## src/include/README_unused.sv

```systemverilog
`default_nettype none
`default_nettype wire

```

## src/include/conv_regs_pkg.sv

```systemverilog
/*
  Constants for the converter status and configuration register bank:
  register offsets, reset values, writable-bit masks, field positions and
  the discharge sequencer states.
  Assumes a byte-wide register port with 8-bit offsets.
*/
`default_nettype none

package conv_regs_pkg;

  // register offsets
  localparam logic [7:0] OFF_FAULT_STATUS = 8'h78;
  localparam logic [7:0] OFF_POWER_PATH = 8'h81;
  localparam logic [7:0] OFF_CONFIG_ZERO = 8'hD0;
  localparam logic [7:0] OFF_CONFIG_ONE = 8'hD1;
  localparam logic [7:0] OFF_SCALING_DISCH = 8'hD2;
  localparam logic [7:0] OFF_INPUT_PROT = 8'hD3;

  // values after reset
  localparam logic [7:0] RST_FAULT_STATUS = 8'h00;
  localparam logic [7:0] RST_POWER_PATH = 8'h01;
  localparam logic [7:0] RST_CONFIG_ZERO = 8'h32;
  localparam logic [7:0] RST_CONFIG_ONE = 8'h09;
  localparam logic [7:0] RST_SCALING_DISCH = 8'h40;
  localparam logic [7:0] RST_INPUT_PROT = 8'h20;
  localparam logic [7:0] RST_READ_DATA = 8'h00;

  // implemented bits; all others are dropped on write and read as zero
  localparam logic [7:0] MASK_POWER_PATH = 8'h03;
  localparam logic [7:0] MASK_CONFIG_ZERO = 8'h7F;
  localparam logic [7:0] MASK_CONFIG_ONE = 8'hFF;
  localparam logic [7:0] MASK_SCALING_DISCH = 8'h7F;
  localparam logic [7:0] MASK_INPUT_PROT = 8'hFF;

  // status summary bit positions
  localparam int STS_BUSY = 7;
  localparam int STS_OFF = 6;
  localparam int STS_OVERVOLT = 5;
  localparam int STS_OVERCURR = 4;
  localparam int STS_UNDERVOLT = 3;
  localparam int STS_TEMPERATURE = 2;
  localparam int STS_COMM_LOGIC_MEM = 1;
  localparam int STS_OTHER = 0;

  // power path control fields
  localparam int PP_FORCE_DISCHARGE = 1;
  localparam int PP_STAGE_ENABLE_ALT = 0;

  // configuration zero fields
  localparam int C0_NEG_LIMIT = 6;
  localparam int C0_AUX_REGULATOR = 5;
  localparam int C0_MONITOR_LIMITER = 4;
  localparam int C0_HICCUP = 3;
  localparam int C0_DUAL_SPREAD = 2;
  localparam int C0_MICRO_SLEEP = 1;
  localparam int C0_STAGE_ENABLE = 0;

  // configuration one fields
  localparam int C1_THERMAL_WARN = 7;
  localparam int C1_WARN_LEVEL_HI = 6;
  localparam int C1_WARN_LEVEL_LO = 5;
  localparam int C1_FAULT_PIN_INT = 4;
  localparam int C1_TRACK_DIRECT = 3;
  localparam int C1_AUX_PIN_PRIO = 2;
  localparam int C1_TWO_PHASE_FORCED_PWM = 1;
  localparam int C1_TWO_PHASE_POWER_SAVE = 0;

  // scaling and discharge fields
  localparam int SD_ACTIVE_DOWN_RAMP = 6;
  localparam int SD_SLEW_HI = 5;
  localparam int SD_SLEW_LO = 4;
  localparam int SD_DISCH_CUR_HI = 3;
  localparam int SD_DISCH_CUR_LO = 2;
  localparam int SD_DISCH_WITH_EN = 1;
  localparam int SD_DISCH_TO_THRESH = 0;

  // discharge current levels seen by the analog side
  localparam logic [1:0] DISCH_LEVEL_25MA = 2'h0;
  localparam logic [1:0] DISCH_LEVEL_50MA = 2'h1;
  localparam logic [1:0] DISCH_LEVEL_75MA = 2'h2;

  typedef enum logic [1:0] {
    DIS_IDLE = 2'b01,
    DIS_ACTIVE = 2'b10
  } discharge_state_type;

endpackage : conv_regs_pkg

`default_nettype wire

```

## src/hw/converter_status_config_regs.sv

```systemverilog
/*
  Byte-wide status and configuration register bank of a four-switch
  buck-boost controller, with the small amount of logic that the fields
  steer directly: power-stage run qualification, the status summary and
  the output discharge sequencer.
  Assumes the serial protocol engine presents single-cycle read and write
  strobes with an 8-bit offset, and that condition inputs are synchronous
  to REF_CLK_I.
*/
`timescale 1ns/1ps
`default_nettype none

// Overview of operation
// - status bit 7 shows busy; bit 6 shows unit off or no output.
// - status bits 5, 4, 3 show overvoltage, overcurrent, input undervoltage.
// - status bits 2, 1, 0 show temperature, comm/logic/memory, other faults.
// - status summary at 0x78 is read-only; from reset bit 6 (off) reads one.
// - unimplemented bits ignore writes and always read zero.
// - 0x81 bit 1 forces output discharge; resets disabled.
// - 0x81 bit 0 stage enable resets 1; 0xD0 bit 0 enable resets 0.
// - 0xD0 bit 6 extends current limit to negative inductor current.
// - 0xD0 bit 5 enables the auxiliary regulator; resets enabled.
// - 0xD0 bit 4 puts current monitor in limiter mode; resets enabled.
// - 0xD0 bit 3 enables hiccup short-circuit protection; resets disabled.
// - 0xD0 bit 2 dual spread spectrum resets 0; bit 1 micro-sleep resets 1.
// - 0xD1 bit 7 thermal warning enable; bits 6:5 pick 140/125/110/95 C.
// - 0xD1 bit 4 selects interrupt or fault behaviour of fault pin.
// - 0xD1 bit 3 lets tracking start without waiting for its signal.
// - 0xD1 bit 2 favours aux supply pin for second internal rail.
// - 0xD1 bit 1 two-phase in forced PWM; bit 0 in power save.
// - 0xD2 bit 6 enables active down ramp via discharge path.
// - 0xD2 bits 5:4 pick slew 40, 20, 1, 0.5 mV/us.
// - 0xD2 bits 3:2 pick discharge 25, 50, 75, 75 mA.
// - 0xD2 bit 1 ties output discharge to power-stage enable.
// - 0xD2 bit 0 keeps discharge on until threshold voltage reached.
module converter_status_config_regs (
  input wire logic REF_CLK_I,
  input wire logic RST_I,
  input wire logic [7:0] REG_ADDR_I,
  input wire logic REG_WR_I,
  input wire logic REG_RD_I,
  input wire logic [7:0] REG_WDATA_I,
  output logic [7:0] REG_RDATA_O,
  output logic REG_RVALID_O,
  input wire logic BUSY_I,
  input wire logic OUTPUT_GOOD_I,
  input wire logic OUTPUT_OVERVOLTAGE_I,
  input wire logic OUTPUT_OVERCURRENT_I,
  input wire logic INPUT_UNDERVOLTAGE_I,
  input wire logic TEMP_FAULT_I,
  input wire logic [3:0] TEMP_ABOVE_LEVEL_I,
  input wire logic COMM_LOGIC_MEMORY_I,
  input wire logic OTHER_FAULT_I,
  input wire logic SCALING_DOWN_I,
  input wire logic AT_DISCH_THRESHOLD_I,
  output logic POWER_STAGE_RUN_O,
  output logic DISCHARGE_ACTIVE_O,
  output logic [1:0] DISCHARGE_LEVEL_O,
  output logic THERMAL_WARNING_O,
  output logic NEG_LIMIT_ENABLE_O,
  output logic AUX_REGULATOR_ENABLE_O,
  output logic MONITOR_LIMITER_ENABLE_O,
  output logic HICCUP_ENABLE_O,
  output logic DUAL_SPREAD_ENABLE_O,
  output logic MICRO_SLEEP_ENABLE_O,
  output logic FAULT_PIN_INTERRUPT_SELECT_O,
  output logic TRACKING_DIRECT_STARTUP_O,
  output logic AUX_SUPPLY_PIN_PRIORITY_O,
  output logic TWO_PHASE_FORCED_PWM_ENABLE_O,
  output logic TWO_PHASE_POWER_SAVE_ENABLE_O,
  output logic [1:0] SCALING_SLEW_SELECT_O,
  output logic [7:0] INPUT_PROT_CONFIG_O
);

  logic [7:0] power_path_ff;
  logic [7:0] config_zero_ff;
  logic [7:0] config_one_ff;
  logic [7:0] scaling_disch_ff;
  logic [7:0] input_prot_ff;
  logic [7:0] status_now;
  logic run_ff;
  logic nxt_run;
  logic run_prev_ff;
  logic disch_on_ff;
  logic [1:0] disch_level_ff;
  logic thermal_warn_ff;
  logic nxt_thermal_warn;
  logic disch_hold;
  logic disch_start;
  logic disch_leave;
  conv_regs_pkg::discharge_state_type disch_state_ff;
  conv_regs_pkg::discharge_state_type nxt_disch_state;

  // masked write value; dropped bits can never reach storage
  function automatic logic [7:0] masked_write(input logic [7:0] data, input logic [7:0] mask);
    masked_write = data & mask;
  endfunction : masked_write

  function automatic logic [1:0] disch_level(input logic [1:0] code);
    case (code)
      2'h0: disch_level = conv_regs_pkg::DISCH_LEVEL_25MA;
      2'h1: disch_level = conv_regs_pkg::DISCH_LEVEL_50MA;
      default: disch_level = conv_regs_pkg::DISCH_LEVEL_75MA;
    endcase
  endfunction : disch_level

  always_ff @(posedge REF_CLK_I or posedge RST_I) begin
    if (RST_I) begin
      power_path_ff <= conv_regs_pkg::RST_POWER_PATH;
    end else if (REG_WR_I && REG_ADDR_I == conv_regs_pkg::OFF_POWER_PATH) begin
      power_path_ff <= masked_write(REG_WDATA_I, conv_regs_pkg::MASK_POWER_PATH);
    end
  end

  always_ff @(posedge REF_CLK_I or posedge RST_I) begin
    if (RST_I) begin
      config_zero_ff <= conv_regs_pkg::RST_CONFIG_ZERO;
    end else if (REG_WR_I && REG_ADDR_I == conv_regs_pkg::OFF_CONFIG_ZERO) begin
      config_zero_ff <= masked_write(REG_WDATA_I, conv_regs_pkg::MASK_CONFIG_ZERO);
    end
  end

  always_ff @(posedge REF_CLK_I or posedge RST_I) begin
    if (RST_I) begin
      config_one_ff <= conv_regs_pkg::RST_CONFIG_ONE;
    end else if (REG_WR_I && REG_ADDR_I == conv_regs_pkg::OFF_CONFIG_ONE) begin
      config_one_ff <= masked_write(REG_WDATA_I, conv_regs_pkg::MASK_CONFIG_ONE);
    end
  end

  always_ff @(posedge REF_CLK_I or posedge RST_I) begin
    if (RST_I) begin
      scaling_disch_ff <= conv_regs_pkg::RST_SCALING_DISCH;
    end else if (REG_WR_I && REG_ADDR_I == conv_regs_pkg::OFF_SCALING_DISCH) begin
      scaling_disch_ff <= masked_write(REG_WDATA_I, conv_regs_pkg::MASK_SCALING_DISCH);
    end
  end

  always_ff @(posedge REF_CLK_I or posedge RST_I) begin
    if (RST_I) begin
      input_prot_ff <= conv_regs_pkg::RST_INPUT_PROT;
    end else if (REG_WR_I && REG_ADDR_I == conv_regs_pkg::OFF_INPUT_PROT) begin
      input_prot_ff <= masked_write(REG_WDATA_I, conv_regs_pkg::MASK_INPUT_PROT);
    end
  end

  assign nxt_run = power_path_ff[conv_regs_pkg::PP_STAGE_ENABLE_ALT] &
                   config_zero_ff[conv_regs_pkg::C0_STAGE_ENABLE];

  // warning compares against the selected level only
  assign nxt_thermal_warn = config_one_ff[conv_regs_pkg::C1_THERMAL_WARN] &
                            TEMP_ABOVE_LEVEL_I[config_one_ff[conv_regs_pkg::C1_WARN_LEVEL_HI:
                                                             conv_regs_pkg::C1_WARN_LEVEL_LO]];

  always_ff @(posedge REF_CLK_I or posedge RST_I) begin
    if (RST_I) begin
      run_ff <= 1'b0;
      run_prev_ff <= 1'b0;
      thermal_warn_ff <= 1'b0;
    end else begin
      run_ff <= nxt_run;
      run_prev_ff <= run_ff;
      thermal_warn_ff <= nxt_thermal_warn;
    end
  end

  // busy and off from live state
  always_comb begin
    status_now = conv_regs_pkg::RST_FAULT_STATUS;
    status_now[conv_regs_pkg::STS_BUSY] = BUSY_I;
    status_now[conv_regs_pkg::STS_OFF] = ~(run_ff & OUTPUT_GOOD_I);
    status_now[conv_regs_pkg::STS_OVERVOLT] = OUTPUT_OVERVOLTAGE_I;
    status_now[conv_regs_pkg::STS_OVERCURR] = OUTPUT_OVERCURRENT_I;
    status_now[conv_regs_pkg::STS_UNDERVOLT] = INPUT_UNDERVOLTAGE_I;
    status_now[conv_regs_pkg::STS_TEMPERATURE] = TEMP_FAULT_I | thermal_warn_ff;
    status_now[conv_regs_pkg::STS_COMM_LOGIC_MEM] = COMM_LOGIC_MEMORY_I;
    status_now[conv_regs_pkg::STS_OTHER] = OTHER_FAULT_I;
  end

  // status has no write path; unmapped reads zero
  always_ff @(posedge REF_CLK_I or posedge RST_I) begin
    if (RST_I) begin
      REG_RDATA_O <= conv_regs_pkg::RST_READ_DATA;
      REG_RVALID_O <= 1'b0;
    end else begin
      REG_RVALID_O <= REG_RD_I;
      if (REG_RD_I) begin
        if (REG_ADDR_I == conv_regs_pkg::OFF_FAULT_STATUS) begin
          REG_RDATA_O <= status_now;
        end else if (REG_ADDR_I == conv_regs_pkg::OFF_POWER_PATH) begin
          REG_RDATA_O <= power_path_ff;
        end else if (REG_ADDR_I == conv_regs_pkg::OFF_CONFIG_ZERO) begin
          REG_RDATA_O <= config_zero_ff;
        end else if (REG_ADDR_I == conv_regs_pkg::OFF_CONFIG_ONE) begin
          REG_RDATA_O <= config_one_ff;
        end else if (REG_ADDR_I == conv_regs_pkg::OFF_SCALING_DISCH) begin
          REG_RDATA_O <= scaling_disch_ff;
        end else if (REG_ADDR_I == conv_regs_pkg::OFF_INPUT_PROT) begin
          REG_RDATA_O <= input_prot_ff;
        end else begin
          REG_RDATA_O <= conv_regs_pkg::RST_READ_DATA;
        end
      end
    end
  end

  // discharge sources: forced, scaling down, or stage switched off
  // hold: any of the three sources still requesting discharge
  assign disch_hold = power_path_ff[conv_regs_pkg::PP_FORCE_DISCHARGE] |
                      (scaling_disch_ff[conv_regs_pkg::SD_ACTIVE_DOWN_RAMP] & SCALING_DOWN_I) |
                      (scaling_disch_ff[conv_regs_pkg::SD_DISCH_WITH_EN] & ~run_ff);
  // edge on turn-off, so a finished threshold discharge does not restart
  assign disch_start = power_path_ff[conv_regs_pkg::PP_FORCE_DISCHARGE] |
                       (scaling_disch_ff[conv_regs_pkg::SD_ACTIVE_DOWN_RAMP] & SCALING_DOWN_I) |
                       (scaling_disch_ff[conv_regs_pkg::SD_DISCH_WITH_EN] & run_prev_ff & ~run_ff);
  // hold on until threshold when selected
  assign disch_leave = scaling_disch_ff[conv_regs_pkg::SD_DISCH_TO_THRESH] ?
                       (AT_DISCH_THRESHOLD_I & ~power_path_ff[conv_regs_pkg::PP_FORCE_DISCHARGE]) :
                       ~disch_hold;

  always_comb begin
    nxt_disch_state = disch_state_ff;
    case (disch_state_ff)
      conv_regs_pkg::DIS_IDLE: begin
        if (disch_start) begin
          nxt_disch_state = conv_regs_pkg::DIS_ACTIVE;
        end
      end
      conv_regs_pkg::DIS_ACTIVE: begin
        if (disch_leave) begin
          nxt_disch_state = conv_regs_pkg::DIS_IDLE;
        end
      end
      default: begin
        nxt_disch_state = conv_regs_pkg::DIS_IDLE;
      end
    endcase
  end

  always_ff @(posedge REF_CLK_I or posedge RST_I) begin
    if (RST_I) begin
      disch_state_ff <= conv_regs_pkg::DIS_IDLE;
      disch_on_ff <= 1'b0;
      disch_level_ff <= conv_regs_pkg::DISCH_LEVEL_25MA;
    end else begin
      disch_state_ff <= nxt_disch_state;
      disch_on_ff <= (nxt_disch_state == conv_regs_pkg::DIS_ACTIVE);
      disch_level_ff <= disch_level(scaling_disch_ff[conv_regs_pkg::SD_DISCH_CUR_HI:
                                                     conv_regs_pkg::SD_DISCH_CUR_LO]);
    end
  end

  assign POWER_STAGE_RUN_O = run_ff;
  assign DISCHARGE_ACTIVE_O = disch_on_ff;
  assign DISCHARGE_LEVEL_O = disch_level_ff;
  assign THERMAL_WARNING_O = thermal_warn_ff;
  assign NEG_LIMIT_ENABLE_O = config_zero_ff[conv_regs_pkg::C0_NEG_LIMIT];
  assign AUX_REGULATOR_ENABLE_O = config_zero_ff[conv_regs_pkg::C0_AUX_REGULATOR];
  assign MONITOR_LIMITER_ENABLE_O = config_zero_ff[conv_regs_pkg::C0_MONITOR_LIMITER];
  assign HICCUP_ENABLE_O = config_zero_ff[conv_regs_pkg::C0_HICCUP];
  assign DUAL_SPREAD_ENABLE_O = config_zero_ff[conv_regs_pkg::C0_DUAL_SPREAD];
  assign MICRO_SLEEP_ENABLE_O = config_zero_ff[conv_regs_pkg::C0_MICRO_SLEEP];
  assign FAULT_PIN_INTERRUPT_SELECT_O = config_one_ff[conv_regs_pkg::C1_FAULT_PIN_INT];
  assign TRACKING_DIRECT_STARTUP_O = config_one_ff[conv_regs_pkg::C1_TRACK_DIRECT];
  assign AUX_SUPPLY_PIN_PRIORITY_O = config_one_ff[conv_regs_pkg::C1_AUX_PIN_PRIO];
  assign TWO_PHASE_FORCED_PWM_ENABLE_O = config_one_ff[conv_regs_pkg::C1_TWO_PHASE_FORCED_PWM];
  assign TWO_PHASE_POWER_SAVE_ENABLE_O = config_one_ff[conv_regs_pkg::C1_TWO_PHASE_POWER_SAVE];
  assign SCALING_SLEW_SELECT_O = scaling_disch_ff[conv_regs_pkg::SD_SLEW_HI:conv_regs_pkg::SD_SLEW_LO];
  assign INPUT_PROT_CONFIG_O = input_prot_ff;

endmodule : converter_status_config_regs

`default_nettype wire

```

## config.mk

```make
export PLATFORM = sky130hd
export DESIGN_NAME = converter_status_config_regs
export DESIGN_NICKNAME = d
export VERILOG_FILES = /design/src/include/README_unused.sv /design/src/include/conv_regs_pkg.sv /design/src/hw/converter_status_config_regs.sv
export SDC_FILE = /design/constraint.sdc
export NUM_CORES = 1
export LEC_CHECK = 0
export BUFFER_PORTS_ARGS = -buffer_cell sky130_fd_sc_hd__clkbuf_2
export CAP_MARGIN = 5
export CORE_MARGIN = 2
export CORE_UTILIZATION = 35
export CTS_CLUSTER_SIZE = 30
export DETAILED_ROUTE_END_ITERATION = 12
export PLACE_DENSITY = 0.58
export SYNTH_ARGS = -nofsm -noshare
export SYNTH_HDL_FRONTEND = slang
export SYNTH_SLANG_ARGS = --single-unit
```

## constraint.sdc

```tcl
create_clock -name REF_CLK_I -period 2.1 [get_ports REF_CLK_I]
set_clock_uncertainty 0.1 [all_clocks]
set_input_delay 0.42 -clock REF_CLK_I [delete_from_list [all_inputs] [get_ports REF_CLK_I]]
set_output_delay 0.42 -clock REF_CLK_I [all_outputs]
set_load 0.02 [all_outputs]
```

==> results of run 1 <==
[metrics by stage]
step / util / instances / hold WS [ns] / setup TNS, ns
after detailed placement: 0.439 / 330 / 0.157 / -2.50
after global routing: 0.454 / 339 / 0.235 / 0
after CTS: 0.454 / 339 / 0.230 / 0
after floorplan: - / 182 / 0.339 / -0.934
after global placement: 0.439 / 330 / 0.158 / -2.07
final: 0.454 / 339 / 0.238 / 0
[synth_stat cells, types with 2 or more instances]
master,count,share of area
dfstp_2,9,0.10
ha_1,2,0.011
a211oi_1,5,0.016
a31oi_1,5,0.013
nand2_1,9,0.014
inv_1,9,0.014
mux2_2,26,0.13
a21oi_1,4,0.0086
nor2b_1,4,0.011
buf_6,2,0.0096
a221oi_1,3,0.011
and2_1,4,0.011
o221ai_1,5,0.019
buf_4,2,0.0064
nor2_1,8,0.013
dfrtp_1,40,0.43
clkbuf_1,6,0.0096
mux2i_1,5,0.021
mux4_2,2,0.019
mux2_4,8,0.051
nand3_1,2,0.0043
nand3b_1,2,0.0064
[routing by layer]
layer,routed length (um),GRT usage
met5,0,0
met4,94,0.0519
met3,291,0.0385
met2,2660,0.256
met1,2680,0.237
[state kept, by name, summed over array words and instances, names as in the netlist]
name,count
power_path_ff,2
config_one_ff,8
disch_state_ff,2
REG_RDATA_O,8
scaling_disch_ff,7
THERMAL_WARNING_O,1
REG_RVALID_O,1
DISCHARGE_ACTIVE_O,1
INPUT_PROT_CONFIG_O,8
config_zero_ff,7
run_prev_ff,1
DISCHARGE_LEVEL_O,2
POWER_STAGE_RUN_O,1
[cell families (layout without fill, tap and decap cells)]
family,Yosys count,in the layout,share of synthesized area
flops,49,49,0.529
mux,41,41,0.217
simple gates,40,40,0.102
compound gates,31,31,0.101
buf+inv,19,99,0.0401
fa+ha+maj,2,2,0.0107
[power by group through the flow]
| stage | Sequential (mW) | Clock (mW) | Combinational [mW] |
|---|---|---|---|
| 6_report | 1.05 | 0.571 | 0.324 |
| 5_1_grt | 1.06 | 0.632 | 0.360 |
| 4_1_cts | 1.05 | 0.594 | 0.330 |
| 3_5_place_dp | 1.07 | 0 | 0.326 |
| 3_3_place_gp | 1.07 | 0 | 0.319 |
| 2_1_floorplan | 1.10 | 0 | 0.168 |
[critical path, cell delays in order]
cell and delay [ns]:
clkbuf_2 0.09, or4b_4 0.55, buf_4 0.18, nor4_1 0.33
buf_4 0.18, a221oi_1 0.07, o31ai_1 0.24
[cell type report]
cell class | instances | area [um^2] | share of cell area
flip-flops and latches | 49 | 1240 | 0.424
multi-input cells | 114 | 1010 | 0.347
clock inverters | 3 | 21.3 | 0.00729
inverters | 9 | 33.8 | 0.0116
repair buffers | 82 | 448 | 0.154
clock buffers | 5 | 68.8 | 0.0236
well taps | 77 | 96.3 | 0.0330
[repair_timing]
item,4_1_cts,5_1_grt
hold buffers,1,0
buffers inserted,0,0
hold endpoints to repair,1,0
[path summary, 6_finish.rpt]
| path | endpoint | slack (ns) | from |
|---|---|---|---|
| hold / removal | REG_RDATA_O[5] | 0.24 | OUTPUT_OVERVOLTAGE_I |
| hold reg to reg | DISCHARGE_LEVEL_O[1] | 0.36 | scaling_disch_ff[3] |
| setup reg to reg | REG_RDATA_O[0] | 0.39 | config_zero_ff[0] |
| setup / recovery | REG_RDATA_O[0] | 0.17 | REG_ADDR_I[3] |
| max in group asynchronous | config_zero_ff[4] | 0.97 | RST_I |
| min in group asynchronous | INPUT_PROT_CONFIG_O[1] | 0.39 | RST_I |
==> results.toml, run 1 <==
[run_status]
outcome = "finished, violations left"
violations = "design-rule violations"

[floorplan]
die_w_um = 85.7
die_area_um2 = 7350
start_util = 0.364
core_um2 = 6420
ios = 69
std_cell_rows = 29
die-height_um = 85.7

[cells_and_area]
final_common_cell = "clkbuf_2"
diodes = 0
most-common-layout-cells = "clkbuf_2 (68), dfrtp_1 (40), mux2_2 (26)"
drive_gt1_frac = 0.542
nNetsFinal = 297
area_delta_synth_final_pct = 24.7
stdcell_area_um2 = 2920
num-fill-cells = 643

[routing]
dr.pass1.iters = 10
drt-wirelength-per-cell_um = 16.9
vias = 1717
drc = 5
viasPerCell = 5.06
wl_um = 5730
drtIter0Drc = 102
ant_nets = 0

[clock_tree]
numCtsBuffers = 5
cts_resized = 0
clock-sinks = 49
clock_latency_ns = 0.31
cts_tree = "built"
root_buffer = "clkbuf_8"
clockBufferDepth = 2
ctsHtreeMaxLevel = 2
cts.clk_slew.worst_paths_ns = 0.10

[global_route]
antenna_found_initial = 0
grt_pass1_wl_um = 9390
grt_start_max_net_pins = 27
track_usage = 0.167
grt_pass1_vias = 1783
grt_overflow = 0

[power_and_ir_drop]
p_int_mw = 1.39
p_total_mw = 1.95
ir_worst_vdd_uv = 324
comb_power_share = 0.166
p_sw_frac = 0.285
p_leak_nw = 1.47
pwr-share-clk = 0.293
switching_power_uw = 556
power_per_cell_area_nw_per_um2 = 668
seqPwrFrac = 0.541

[min_path]
worst_hold_path_type = "in -> reg"
min_path_cells = 3

[synth]
synthCells = 182
synth_edf_count = 0
avgSynthCellArea_um2 = 12.8
ys_ff_latch = 49
synthArstFlopShare = 1.00
synth.distinct_cells = 42
yosysSeqAreaShare = 0.529
netlist_area_um2 = 2340
synthFlopType = "dfrtp_1"
ys_warn_count = 0
synth_nets = 218

[placed_design]
pre_cts_slack_ns = -0.145
gp_congestion = 0.786
dp_hpwl_um = 4430
placed_cell_area_um2 = 2820
port_buffers = 68

[sta]
hold_violations = 0
fmax_mhz = 517
tightestPinTransition_ns = 0.377
final-setup-viol-count = 0
slew_headroom = 0.745
layout_min_cycle_time_ns = 1.93
layout_setup_ws_ns = 0.166
slew_violations = 0
rsz0062_at_grt = "no"
min_period_over_period = 0.921

[worst_setup_path]
crit_fanout = 5
startpoint_type = "input pin"
crit_type = "in -> reg"
cp.arrival_ns = 2.06
cp.required_ns = 2.22
cp-end-kind = "register"
rr_worst_depth = 4

[run]
maxCapViolCount = 0
Note: power is estimated with default switching activity, not from simulation.
==> run 2, diff against run 1 <==
--- a/config.mk
+++ b/config.mk
@@ -9,9 +9,11 @@
 export CAP_MARGIN = 5
 export CORE_MARGIN = 2
 export CORE_UTILIZATION = 35
+export CTS_CLUSTER_DIAMETER = 150
 export CTS_CLUSTER_SIZE = 30
 export DETAILED_ROUTE_END_ITERATION = 12
 export PLACE_DENSITY = 0.58
+export SETUP_SLACK_MARGIN = 0.3
 export SYNTH_ARGS = -nofsm -noshare
 export SYNTH_HDL_FRONTEND = slang
 export SYNTH_SLANG_ARGS = --single-unit
==> constraint.sdc (replaced) <==
create_clock -name REF_CLK_I -period 2.5 [get_ports REF_CLK_I]
set_clock_uncertainty 0.1 [all_clocks]
set_input_delay 0.5 -clock REF_CLK_I [delete_from_list [all_inputs] [get_ports REF_CLK_I]]
set_output_delay 0.5 -clock REF_CLK_I [all_outputs]
set_load 0.02 [all_outputs]
==> results.toml, run 2 (same netlist as run 1, synthesis figures left out) <==
[run_status]
outcome = "finished, violations left"
violations = "design-rule violations"

[global_route]
grt_start_max_net_pins = 30
antenna_found_initial = 0
track_usage = 0.159
grt_pass1_vias = 1721
grt_overflow = 0
grt_pass1_wl_um = 8980

[floorplan]
die_w_um = 85.7
die_area_um2 = 7350
std_cell_rows = 29
die-height_um = 85.7
core_um2 = 6420
start_util = 0.364
ios = 69

[clock_tree]
cts_setup_buffers = 0
clockBufferDepth = 2
hold_buffers = 0
ctsHtreeMaxLevel = 2
clock-sinks = 49
cts_tree = "built"
numCtsBuffers = 5
cts.clk_slew.worst_paths_ns = 0.09
root_buffer = "clkbuf_8"
clock_latency_ns = 0.30
cts_resized = 0

[sta]
rsz0062_at_grt = "no"
min_period_over_period = 0.839
timing.setup.tns_ns = 0
slew_headroom = 0.580
layout_setup_ws_ns = 0.403
tightestPinTransition_ns = 0.629
hold_violations = 0
fin_worst_hold_slack_ns = 0.158
final-setup-viol-count = 0
fmax_mhz = 477
slew_violations = 0
layout_min_cycle_time_ns = 2.10

[placed_design]
dp.cells = 323
dp_hpwl_um = 4330
pre_cts_slack_ns = 0.0920
gp_congestion = 0.787
port_buffers = 68

[cells_and_area]
diodes = 0
stdcell_count = 331
most-common-layout-cells = "clkbuf_2 (68), dfrtp_1 (40), mux2_2 (26)"
area_delta_synth_final_pct = 23.7
drive_gt1_frac = 0.528
nNetsFinal = 289
final_common_cell = "clkbuf_2"

[power_and_ir_drop]
power_per_cell_area_nw_per_um2 = 599
p_total_mw = 1.73
ir_worst_vdd_uv = 215
p_leak_nw = 1.45

[routing]
drtIter0Drc = 105
viasPerCell = 5.21
drc = 5
wl_um = 5610
ant_nets = 0
drt-wirelength-per-cell_um = 17.0
dr.pass1.iters = 9
vias = 1723

[worst_setup_path]
crit_type = "in -> reg"
cp.arrival_ns = 2.19
cp.required_ns = 2.59
crit_fanout = 9
startpoint_type = "input pin"
cp-end-kind = "register"

[run]
maxCapViolCount = 0

[min_path]
worst_hold_path_type = "in -> async"
## run 2: worst paths after layout
kind / startpoint / to / slack (ns) / cells after the start
max: REG_ADDR_I[3] / config_one_ff[4] / 0.40 / 4
min: RST_I / config_zero_ff[6] / 0.16 / 2
max reg2reg: config_zero_ff[0] / REG_RDATA_O[0] / 0.80 / 4
min reg2reg: scaling_disch_ff[3] / DISCHARGE_LEVEL_O[1] / 0.34 / 0
max in group asynchronous: RST_I / disch_state_ff[0] / 1.53 / 3
min in group REF_CLK_I: INPUT_UNDERVOLTAGE_I / REG_RDATA_O[3] / 0.34 / 3
## run 2: power breakdown
group / switching, mW / internal [mW] / total [mW]
registers: 0.0362 / 0.850 / 0.886
clock network: 0.256 / 0.326 / 0.582
logic: 0.147 / 0.118 / 0.265
## run 2: critical path, cell delays in order
cell	delay, ns
clkbuf_2	0.09
or4b_4	0.62
or4_4	0.64
mux2_4	0.34
## run 2: area by class of cell
cell class / count / area [um^2]
Clock inverter: 1 / 30.0
Sequential cell: 49 / 1240
Clock buffer: 7 / 86.3
Fill cell: 623 / 3530
Timing Repair Buffer: 74 / 398
Inverter: 9 / 33.8
Tap cell: 77 / 96.3
Multi-Input combinational cell: 114 / 1010
## run 2: stage by stage
step	utilization	cell area, um^2
floorplan	-	2350
global placement	0.432	2780
detailed placement	0.432	2780
CTS	0.450	2890
global route	0.450	2890
finish	0.450	2890
## run 2: routing by layer
layer  wire [um]  global-route usage  vias up  part of all wire
li1            -                   -      811                 -
met1        2640               0.220      858              0.47
met2        2640               0.252       49              0.47
met3         288              0.0375        5             0.051
met4          43              0.0404        0            0.0077
met5           0                   0        -                 0
==> run 3, diff against run 2 <==
--- a/config.mk
+++ b/config.mk
@@ -12,7 +12,7 @@
 export CTS_CLUSTER_DIAMETER = 150
 export CTS_CLUSTER_SIZE = 30
 export DETAILED_ROUTE_END_ITERATION = 12
-export PLACE_DENSITY = 0.58
+export PLACE_DENSITY = 0.6
 export SETUP_SLACK_MARGIN = 0.3
 export SYNTH_ARGS = -nofsm -noshare
 export SYNTH_HDL_FRONTEND = slang
==> constraint.sdc (replaced) <==
create_clock -name REF_CLK_I -period 1.8 [get_ports REF_CLK_I]
set_clock_uncertainty 0.1 [all_clocks]
set_input_delay 0.36 -clock REF_CLK_I [delete_from_list [all_inputs] [get_ports REF_CLK_I]]
set_output_delay 0.36 -clock REF_CLK_I [all_outputs]
set_load 0.02 [all_outputs]
==> results.toml, run 3 (same netlist as run 1, synthesis figures left out) <==
[run_status]
outcome = "finished, violations left"
violations = "design-rule violations, negative hold slack, negative setup slack"

[global_route]
grt_pass1_wl_um = 9710
antenna_found_initial = 0
grt_start_max_net_pins = 50
grt_pass1_vias = 1850
grt_overflow = 0
track_usage = 0.171

[clock_tree]
cts.clk_slew.worst_paths_ns = 0.08
root_buffer = "clkbuf_8"
numCtsBuffers = 5
clock_latency_ns = 0.30
cts_tree = "built"
clockBufferDepth = 2
ctsHtreeMaxLevel = 2
hold_buffers = 0
clock-sinks = 49

[cells_and_area]
num-fill-cells = 583
most-common-layout-cells = "clkbuf_2 (61), dfrtp_1 (40), buf_4 (25)"
nNetsFinal = 313
post-route-util = 0.513
drive_gt1_frac = 0.626
multi_input_area_um2 = 1180
register_area_um2 = 1240
area_delta_synth_final_pct = 40.9
final_common_cell = "clkbuf_2"
diodes = 0

[power_and_ir_drop]
seqPwrFrac = 0.485
ir_worst_vdd_uv = 401
comb_power_share = 0.196
pwr-share-clk = 0.319
p_int_mw = 1.88
power_per_cell_area_nw_per_um2 = 772
p_sw_frac = 0.259
p_leak_nw = 1.65
switching_power_uw = 658

[sta]
min_period_over_period = 1.04
layout_setup_ws_ns = -0.0800
fin_worst_hold_slack_ns = -0.00332
layout_min_cycle_time_ns = 1.88
slew_headroom = 0.741
rsz0062_at_grt = "yes"
slew_violations = 0
fmax_mhz = 532
final-setup-viol-count = 8
timing.setup.tns_ns = -0.547
hold_violations = 9
tightestPinTransition_ns = 0.383

[worst_setup_path]
slowest_delay_ns = 0.62
cp.required_ns = 1.89
critPathSlowestCell = "or4_4"
startpoint_type = "input pin"
crit_fanout = 8
cp.arrival_ns = 1.97
crit_type = "in -> reg"
cp-end-kind = "register"
crit_family = "simple AND/OR/NAND/NOR gates"
worst-path-buf-inv = 1
crit_chain = "buf_6 -> or4b_4 -> or4_4 -> mux2_4"

[floorplan]
std_cell_rows = 29
die_w_um = 85.7
die-height_um = 85.7
die_area_um2 = 7350
start_util = 0.364
ios = 69
core_um2 = 6420

[routing]
drc = 7
drt-wirelength-per-cell_um = 16.8
vias = 1826
viasPerCell = 5.14
wl_um = 5980
dr.pass1.iters = 10
ant_nets = 0
drtIter0Drc = 137

[placed_design]
dp_hpwl_um = 4340
gp_congestion = 0.796
pre_cts_slack_ns = -0.398
port_buffers = 68

[min_path]
worst_hold_path_type = "in -> async"

[run]
maxCapViolCount = 0
==> run 3: changes by cell type in the layout (fill, tap and decap cells not counted), moves of 4 or more <==
cell | previous run | this run
a211oi_1 | 5 | 1
a211oi_2 | 0 | 4
mux2_2 | 26 | 11
clkbuf_2 | 68 | 61
buf_6 | 0 | 9
mux2_4 | 8 | 23
buf_4 | 5 | 25
==> run 3: worst paths after layout <==
check	depth (start not counted)	slack (ns)	from	endpoint
max in group asynchronous	3	1.33	RST_I	config_zero_ff[4]
max	4	-0.08	REG_ADDR_I[3]	config_one_ff[1]
min in group REF_CLK_I	3	0.18	OUTPUT_OVERCURRENT_I	REG_RDATA_O[4]
min	3	-0.003	RST_I	disch_state_ff[1]
max reg2reg	4	0.17	config_zero_ff[0]	REG_RDATA_O[0]
min reg2reg	0	0.37	scaling_disch_ff[3]	DISCHARGE_LEVEL_O[1]
==> run 3: area by class of cell <==
type	count	area share
inverter	9	0.0114
multi-input combinational	114	0.357
sequential	49	0.376
timing repair buffer	98	0.191
clock inverter	1	0.00912
tap	77	0.0292
clock buffer	7	0.0262
==> run 3: power by group through the flow <==
stage | registers (mW) | clock network (mW) | logic, mW
finish | 1.23 | 0.812 | 0.498
CTS | 1.23 | 0.827 | 0.444
global placement | 1.25 | 0 | 0.383
detailed placement | 1.25 | 0 | 0.390
global route | 1.24 | 0.875 | 0.539
floorplan | 1.28 | 0 | 0.201
==> run 3: per-layer routing <==
layer	vias to the layer above	share of wire	global-route usage
met5	-	0	0
met4	0	0.0070	0.0390
met3	4	0.046	0.0346
met2	51	0.48	0.276
met1	915	0.46	0.239
li1	856	-	-
==> run 3: repair_timing <==
item / CTS / global route
endpoints found under the setup margin: 43 / 48
setup buffers: 5 / 7
resized for setup: 35 / 16
pin swaps: 11 / 12
==> run 3: tightest hold or removal path: cells and delay by family <==
family	cells	cell delay, ns
buffers and inverters	3	0.42
==> run 3: stage by stage <==
stage               power (mW)  cells  instance area [um^2]
global placement          1.63    335                  2890
global route              2.66    355                  3290
floorplan                 1.48    182                  2390
finish                    2.54    355                  3290
detailed placement        1.64    335                  2890
CTS                       2.50    348                  3190
